### config.mk
export PLATFORM = sky130hd
export DESIGN_NAME = perf_event_counter_gating_irq
export DESIGN_NICKNAME = d
export VERILOG_FILES = /design/src/verilog/event_tally.v /design/src/verilog/perf_event_counter_gating_irq.v
export VERILOG_INCLUDE_DIRS = /design/src /design/src/verilog
export SDC_FILE = /design/constraint.sdc
export NUM_CORES = 1
export LEC_CHECK = 0
export ABC_AREA = 1
export ABC_CLOCK_PERIOD_IN_PS = 2450
export BUFFER_PORTS_ARGS = -buffer_cell sky130_fd_sc_hd__clkbuf_2
export CAP_MARGIN = 20
export CORE_MARGIN = 4
export CORE_UTILIZATION = 59
export CTS_BUF_LIST = sky130_fd_sc_hd__clkbuf_8
export CTS_CLUSTER_SIZE = 25
export DETAILED_ROUTE_END_ITERATION = 12
export GPL_ROUTABILITY_DRIVEN = 0
export PLACE_DENSITY = 0.9
export SLEW_MARGIN = 20
export SYNTH_ARGS = -nofsm -noshare
export SYNTH_HDL_FRONTEND = slang
export SYNTH_SLANG_ARGS = --single-unit
export TNS_END_PERCENT = 100
### constraint.sdc
create_clock -name SYS_CLK_I -period 2.45 [get_ports SYS_CLK_I]
set_clock_uncertainty 0.1 [all_clocks]
set_input_delay 0.245 -clock SYS_CLK_I [delete_from_list [all_inputs] [get_ports SYS_CLK_I]]
set_output_delay 0.245 -clock SYS_CLK_I [all_outputs]
set_load 0.02 [all_outputs]
### src/verilog/pmu_evt_consts.vh
// constants for the performance monitor event counter block
`ifndef PMU_EVT_CONSTS_VH
`define PMU_EVT_CONSTS_VH

// ************************************************
// coprocessor register selection (c9 space)
// ************************************************
`define PMU_CRN_C9            4'h9
`define PMU_CRM_COUNTER       4'hD
`define PMU_CRM_CONTROL       4'hE
`define PMU_OPC2_EVT_VALUE    3'h2
`define PMU_OPC2_USER_ACCESS  3'h0
`define PMU_OPC2_IRQ_SET      3'h1
`define PMU_OPC2_IRQ_CLEAR    3'h2

// ************************************************
// field positions
// ************************************************
`define PMU_USER_EN_BIT       0
`define PMU_IRQ_CYCLE_BIT     31
`define PMU_IRQ_TALLY1_BIT    1
`define PMU_IRQ_TALLY0_BIT    0

// ************************************************
// reset values
// ************************************************
`define PMU_USER_EN_RST       1'h0
`define PMU_IRQ_EN_RST        3'h0
`define PMU_TALLY_RST         32'h0000_0000
`define PMU_RDATA_RST         32'h0000_0000

`endif
### src/verilog/event_tally.v
// one 32-bit event counter with software load and overflow pulse
`timescale 1ns/100ps
module event_tally #(
    parameter WIDTH = 32
) (
    input  wire             SYS_CLK_I,
    input  wire             RST_I,
    input  wire             INC_I,
    input  wire             LOAD_I,
    input  wire [WIDTH-1:0] LOAD_DATA_I,
    output reg  [WIDTH-1:0] VALUE_O,
    output reg              OVF_O
);

    // a software load in the same cycle as an event wins; the event is dropped
    always @(posedge SYS_CLK_I) begin
        if (RST_I) begin
            VALUE_O <= {WIDTH{1'b0}};
            OVF_O   <= 1'b0;
        end else if (LOAD_I) begin
            VALUE_O <= LOAD_DATA_I;
            OVF_O   <= 1'b0;
        end else if (INC_I) begin
            VALUE_O <= VALUE_O + {{(WIDTH-1){1'b0}}, 1'b1};
            OVF_O   <= &VALUE_O;
        end else begin
            OVF_O   <= 1'b0;
        end
    end

endmodule

### src/verilog/perf_event_counter_gating_irq.v
// performance monitor event counters, counting permission and overflow irq enables
`timescale 1ns/100ps
`include "pmu_evt_consts.vh"
module perf_event_counter_gating_irq #(
    parameter CNT_WIDTH = 32,
    parameter BUS_WIDTH = 30
) (
    input  wire                 SYS_CLK_I,
    input  wire                 RST_I,
    // coprocessor register transfer
    input  wire                 CP_WR_I,
    input  wire                 CP_RD_I,
    input  wire [3:0]           CP_CRN_I,
    input  wire [3:0]           CP_CRM_I,
    input  wire [2:0]           CP_OPC2_I,
    input  wire [31:0]          CP_WDATA_I,
    input  wire                 CP_PRIV_I,
    output reg  [31:0]          CP_RDATA_O,
    output reg                  CP_RVALID_O,
    output reg                  CP_FAULT_O,
    // neighbouring units
    input  wire                 COUNTER_INDEX_I,
    input  wire [4:0]           EVENT_TYPE_SELECT0_I,
    input  wire [4:0]           EVENT_TYPE_SELECT1_I,
    input  wire [BUS_WIDTH-1:0] EVENT_BUS_I,
    input  wire [1:0]           COUNT_ENABLE_I,
    input  wire                 MONITOR_CONTROL_BIT5_I,
    input  wire [2:0]           OVF_PENDING_I,
    // processor state
    input  wire                 SECURE_STATE_I,
    input  wire                 USER_MODE_I,
    input  wire                 SECURE_USER_NONINVASIVE_BIT_I,
    // debug authentication pins
    input  wire                 INVASIVE_DEBUG_ALLOW_I,
    input  wire                 NONINVASIVE_DEBUG_ALLOW_I,
    input  wire                 SECURE_INVASIVE_DEBUG_ALLOW_I,
    input  wire                 SECURE_NONINVASIVE_DEBUG_ALLOW_I,
    // results
    output reg                  EVENT_COUNT_ALLOW_O,
    output reg                  CYCLE_TALLY_ALLOW_O,
    output reg  [1:0]           EVENT_OVF_O,
    output reg                  MONITOR_IRQ_OUT_O
);

    // ************************************************
    // functions
    // ************************************************
    function sel_event;
        input [BUS_WIDTH-1:0] bus;
        input [4:0]           idx;
        begin
            sel_event = (idx < BUS_WIDTH) ? bus[idx] : 1'b0;
        end
    endfunction

    // ************************************************
    // debug pin synchronisers
    // ************************************************
    reg  [3:0] dbg_meta_r;
    reg  [3:0] dbg_sync_r;

    always @(posedge SYS_CLK_I) begin
        if (RST_I) begin
            dbg_meta_r <= 4'h0;
            dbg_sync_r <= 4'h0;
        end else begin
            dbg_meta_r <= {SECURE_NONINVASIVE_DEBUG_ALLOW_I, SECURE_INVASIVE_DEBUG_ALLOW_I,
                           NONINVASIVE_DEBUG_ALLOW_I, INVASIVE_DEBUG_ALLOW_I};
            dbg_sync_r <= dbg_meta_r;
        end
    end

    // ************************************************
    // counting permission
    // ************************************************
    wire debug_on    = dbg_sync_r[0] | dbg_sync_r[1];
    wire sec_debug   = dbg_sync_r[2] | dbg_sync_r[3];
    // debug allowed, and non-secure, secure debug, or secure user with the user bit
    wire event_allow = debug_on & (~SECURE_STATE_I | sec_debug
                       | (USER_MODE_I & SECURE_USER_NONINVASIVE_BIT_I));
    wire cycle_allow = event_allow | ~MONITOR_CONTROL_BIT5_I;

    // ************************************************
    // access decode
    // ************************************************
    reg        user_en_r;
    reg  [2:0] irq_en_r;    // {cycle, tally1, tally0}
    wire [CNT_WIDTH-1:0] tally0_value;
    wire [CNT_WIDTH-1:0] tally1_value;
    wire [1:0]           tally_ovf;

    wire c9_hit      = (CP_CRN_I == `PMU_CRN_C9);
    wire hit_value   = c9_hit & (CP_CRM_I == `PMU_CRM_COUNTER)
                       & (CP_OPC2_I == `PMU_OPC2_EVT_VALUE);
    wire hit_user    = c9_hit & (CP_CRM_I == `PMU_CRM_CONTROL)
                       & (CP_OPC2_I == `PMU_OPC2_USER_ACCESS);
    wire hit_set     = c9_hit & (CP_CRM_I == `PMU_CRM_CONTROL)
                       & (CP_OPC2_I == `PMU_OPC2_IRQ_SET);
    wire hit_clear   = c9_hit & (CP_CRM_I == `PMU_CRM_CONTROL)
                       & (CP_OPC2_I == `PMU_OPC2_IRQ_CLEAR);
    // user mode reaches the counters when enabled and may read the user enable; irq enables never open to user mode
    wire value_ok    = CP_PRIV_I | user_en_r;
    wire irq_ok      = CP_PRIV_I;
    wire value_wr    = CP_WR_I & hit_value & value_ok;
    wire user_wr     = CP_WR_I & hit_user & CP_PRIV_I;
    wire set_wr      = CP_WR_I & hit_set & irq_ok;
    wire clear_wr    = CP_WR_I & hit_clear & irq_ok;
    wire access      = CP_WR_I | CP_RD_I;
    wire denied      = access & (((hit_value & ~value_ok) | ((hit_set | hit_clear) & ~irq_ok))
                       | (CP_WR_I & hit_user & ~CP_PRIV_I));

    // ************************************************
    // the two event counters
    // ************************************************
    wire [2:0] irq_wmask = {CP_WDATA_I[`PMU_IRQ_CYCLE_BIT], CP_WDATA_I[`PMU_IRQ_TALLY1_BIT],
                            CP_WDATA_I[`PMU_IRQ_TALLY0_BIT]};
    wire inc0 = event_allow & COUNT_ENABLE_I[0]
                & sel_event(EVENT_BUS_I, EVENT_TYPE_SELECT0_I);
    wire inc1 = event_allow & COUNT_ENABLE_I[1]
                & sel_event(EVENT_BUS_I, EVENT_TYPE_SELECT1_I);

    // two 32-bit counters, one copy for both security states
    event_tally #(
        .WIDTH       (CNT_WIDTH)
    ) u_tally0 (
        .SYS_CLK_I   (SYS_CLK_I),
        .RST_I       (RST_I),
        .INC_I       (inc0),
        .LOAD_I      (value_wr & ~COUNTER_INDEX_I),
        .LOAD_DATA_I (CP_WDATA_I[CNT_WIDTH-1:0]),
        .VALUE_O     (tally0_value),
        .OVF_O       (tally_ovf[0])
    );

    event_tally #(
        .WIDTH       (CNT_WIDTH)
    ) u_tally1 (
        .SYS_CLK_I   (SYS_CLK_I),
        .RST_I       (RST_I),
        .INC_I       (inc1),
        .LOAD_I      (value_wr & COUNTER_INDEX_I),
        .LOAD_DATA_I (CP_WDATA_I[CNT_WIDTH-1:0]),
        .VALUE_O     (tally1_value),
        .OVF_O       (tally_ovf[1])
    );

    // ************************************************
    // control registers
    // ************************************************
    // single copies, the security state plays no part in them
    always @(posedge SYS_CLK_I) begin
        if (RST_I) begin
            user_en_r <= `PMU_USER_EN_RST;
            irq_en_r  <= `PMU_IRQ_EN_RST;
        end else begin
            if (user_wr) begin
                user_en_r <= CP_WDATA_I[`PMU_USER_EN_BIT];
            end
            if (set_wr) begin
                irq_en_r <= irq_en_r | irq_wmask;
            end else if (clear_wr) begin
                irq_en_r <= irq_en_r & ~irq_wmask;
            end
        end
    end

    // ************************************************
    // read data
    // ************************************************
    reg [31:0] rdata_nxt;

    always @* begin
        rdata_nxt = `PMU_RDATA_RST;
        if (hit_value & value_ok) begin
            rdata_nxt = COUNTER_INDEX_I ? tally1_value : tally0_value;
        end else if (hit_user) begin
            rdata_nxt[`PMU_USER_EN_BIT] = user_en_r;
        end else if ((hit_set | hit_clear) & irq_ok) begin
            rdata_nxt[`PMU_IRQ_CYCLE_BIT]  = irq_en_r[2];
            rdata_nxt[`PMU_IRQ_TALLY1_BIT] = irq_en_r[1];
            rdata_nxt[`PMU_IRQ_TALLY0_BIT] = irq_en_r[0];
        end
    end

    // ************************************************
    // registered outputs
    // ************************************************
    always @(posedge SYS_CLK_I) begin
        if (RST_I) begin
            CP_RDATA_O          <= `PMU_RDATA_RST;
            CP_RVALID_O         <= 1'b0;
            CP_FAULT_O          <= 1'b0;
            EVENT_COUNT_ALLOW_O <= 1'b0;
            CYCLE_TALLY_ALLOW_O <= 1'b0;
            EVENT_OVF_O         <= 2'h0;
            MONITOR_IRQ_OUT_O   <= 1'b0;
        end else begin
            CP_RDATA_O          <= CP_RD_I ? rdata_nxt : `PMU_RDATA_RST;
            CP_RVALID_O         <= CP_RD_I;
            CP_FAULT_O          <= denied;
            EVENT_COUNT_ALLOW_O <= event_allow;
            CYCLE_TALLY_ALLOW_O <= cycle_allow;
            EVENT_OVF_O         <= tally_ovf;
            // level, follows pending flags held by the overflow status unit
            MONITOR_IRQ_OUT_O   <= |(OVF_PENDING_I & irq_en_r);
        end
    end

endmodule

==> results.toml <==
[setup_path]
criticalPathCategory = "flip-flop to flip-flop"
cpMostUsedCell = "nand2_1"
crit_chain = "ha_1, inv_1, nor2_2, inv_1, nor2_1, nand2_1, nand2_1, nand2_1, nand2_1, nand2_1, nand2_1, a21oi_1"
slowest_stage = "dfxtp_1"
critical_path_required_ns = 2.69
start_kind = "flip-flop"
cp_data_arrival_time_ns = 2.40
path_max_fanout = 6
crit_path_end_kind = "flip-flop"
cpPeakStageDelay_ns = 0.51

[placed_design]
hpwl_um = 19910
io_buffers = 140
dp.cells = 1620
placed_area_mm2 = 0.008611

[logic_synthesis]
syn_nets = 1445
seq_area_frac_synth_pct = 29.83
ys_warn_count = 0
syn-instance-count = 1341
synth_edf_count = 0
synth_cell_types = 35
synth-simple-area-share_pct = 44.93
synth_area_mm2 = 0.007853
synth_top_family_by_area = "simple AND/OR/NAND/NOR gates"
ys_ff_latch = 117
synthFlopType = "dfxtp_1"
synth_compound_area_share_pct = 9.560
synthXorXnorAreaFrac_pct = 4.127
synth_area_per_cell_um2 = 5.856
async_reset_ff_share_pct = 0
muxShareOfSynthArea_pct = 0
synthAdderAreaFrac_pct = 0.3187

[die]
die_area_mm2 = 0.01522
io_pins = 141
die_w_um = 123.4
start_util_pct = 61.23
fp.dieH_um = 123.4
row_count = 41
core_mm2 = 0.01282

[pwr]
leakage_uw = 0.004142
vdd_drop_max_uv = 437.1
power_uw = 4342
pwr_density_cell_mw_per_mm2 = 474.7

[global_routing]
antenna_found_initial = 1
grt_pass1_wl_um = 41710
first_global_vias = 8542
overflow = 0
grt_use_total_pct = 35.28
grt_max_degree = 39

[finish]
final_cell_count_no_fill = 1663
antennaDiodeCount = 0
drive_above_1_share_pct = 15.76
nets = 1583
fin_area_mm2 = 0.009148
fillers = 1113
area_growth_pct = 16.49

[cts]
clk_latency_ns = 0.46
cts.sinks = 117
clk_pin_slew_worst_paths_ns = 0.08
cts_tree = "done"
post-cts-setup-buffer-count = 0
cts_buffers = 17
htree_levels = 4
cts_root_buf = "clkbuf_8"
clock_path_buffers = 2

[min_path]
hold_path.class = "input port to flip-flop"

[detailed_routing]
dr_wl_met3_um = 3342
wl_per_cell_um = 16.09
wl_um = 26760
route.detailed.drc = 0
highest_layer = "met5"
via_count = 9477
wl_met2_um = 11680
drt_iter0_drc = 1442
ant_nets = 0
routedLengthMet1_um = 9909
drtPass1Iterations = 9
viasPerCell = 5.699

[outcome]
status = "completed"

[timing]
setup_viol = 0
fin_crit_ns = 2.158
rsz0062_at_grt = "false"
fin_setup_tns_ns = 0
finalHoldViolations = 0
period_share_pct = 88.09
max_freq_ghz = 0.4633
tightestPinTransition_ns = 0.7620
slew_headroom_pct = 48.66
maxSlewViolCount = 0
whs_ns = 0.02609

[flow_run]
drv_cap = 0
[power breakdown]
group          switching (µW)  internal, µW
clock                     827          1110
combinational             294           165
sequential               23.0          1920
[layout by cell type, fill, tap and decap left out, types with 11 or more instances in the layout]
cell type / n
nor3_1: 19
clkbuf_2: 140
inv_1: 141
nand3_1: 134
nand2_1: 443
o21ai_0: 31
clkbuf_8: 18
nand4_1: 14
nand2_2: 14
nor2_1: 203
a21oi_1: 82
a21oi_2: 11
xor2_1: 33
dfxtp_1: 117
dlygate4sd3_1: 12
buf_4: 21
[timing repair]
| action | in CTS | in global routing |
|---|---|---|
| endpoints found under the setup margin | 0 | 1 |
| hold buffers | 12 | 0 |
| resized for setup | 0 | 1 |
| endpoints found under the hold margin | 10 | 0 |
[per-stage QoR]
step / setup slack, ns / utilization, %
2_1_floorplan: 0.6587 / -
6_report: 0.2917 / 71.33
3_3_place_gp: 0.2577 / 67.14
5_1_grt: 0.09559 / 71.33
3_5_place_dp: 0.1898 / 67.14
4_1_cts: 0.2589 / 71.31
[synth_stat cells (all sizes together), types with 14 or more instances]
cell | count | area, µm²
nor2 | 207 | 784.5
clkbuf | 23 | 86.33
nand4 | 14 | 87.58
a21oi | 93 | 506.7
o21ai | 41 | 205.2
nand3 | 139 | 728.2
inv | 145 | 546.8
nand2 | 458 | 1762
xor2 | 33 | 289.0
buf | 32 | 249.0
nor3 | 21 | 115.1
dfxtp | 117 | 2342
[routing by layer]
metal  vias to the layer above  global-route usage (%)
li1                       4494                       -
met1                      4121                   42.67
met2                       700                   56.41
met3                       160                   8.966
met4                         2                   21.18
met5                         -                       0
[state kept, by name, summed over array words and instances (netlist names), 2 cells and up, named ones only]
name,cells
CP_RDATA_O,32
u_tally0.VALUE_O,32
u_tally1.VALUE_O,32
dbg_meta_r,4
dbg_sync_r,4
EVENT_OVF_O,2
[path summary, 6_finish.rpt]
kind,from,endpoint,slack (ns),cells past startpoint
min,CP_PRIV_I,CP_RDATA_O[0]$_SDFF_PP0_,0.03,3
max,u_tally1.VALUE_O[0]$_SDFFE_PP0P_,u_tally1.VALUE_O[28]$_SDFFE_PP0P_,0.29,12
min reg2reg,dbg_meta_r[3]$_SDFF_PP0_,dbg_sync_r[3]$_SDFF_PP0_,0.31,2
max reg2reg,u_tally1.VALUE_O[0]$_SDFFE_PP0P_,u_tally1.VALUE_O[28]$_SDFFE_PP0P_,0.29,12
[cell families after synthesis]
| logic type | count (synthesis) |
|---|---|
| adders and majority gates | 2 |
| AOI/OAI and AO/OA | 139 |
| DFF | 117 |
| buffers and inverters | 200 |
| xor gates and xnor gates | 37 |
| and+or+nand+nor | 846 |
[area by class of cell]
type                            count  area [µm²]  share of cell area [%]
Multi-Input combinational cell   1024        4631                   50.62
Tap cell                          172       215.2                   2.353
Inverter                          145       546.8                   5.977
Clock buffer                       18       247.7                   2.708
Timing Repair Buffer              174       998.5                   10.92
Clock inverter                     13       166.4                   1.819
Sequential cell                   117        2342                   25.61
[critical path, delay by kind of cell, from the launching register on]
kind | cells | cell delay [ns]
DFF | 1 | 0.51
and+or+nand+nor | 8 | 0.91
AOI/OAI and AO/OA | 1 | 0.05
buffers and inverters | 2 | 0.16
adders and majority gates | 1 | 0.30
No activity file was read; power rests on OpenSTA's default activity.
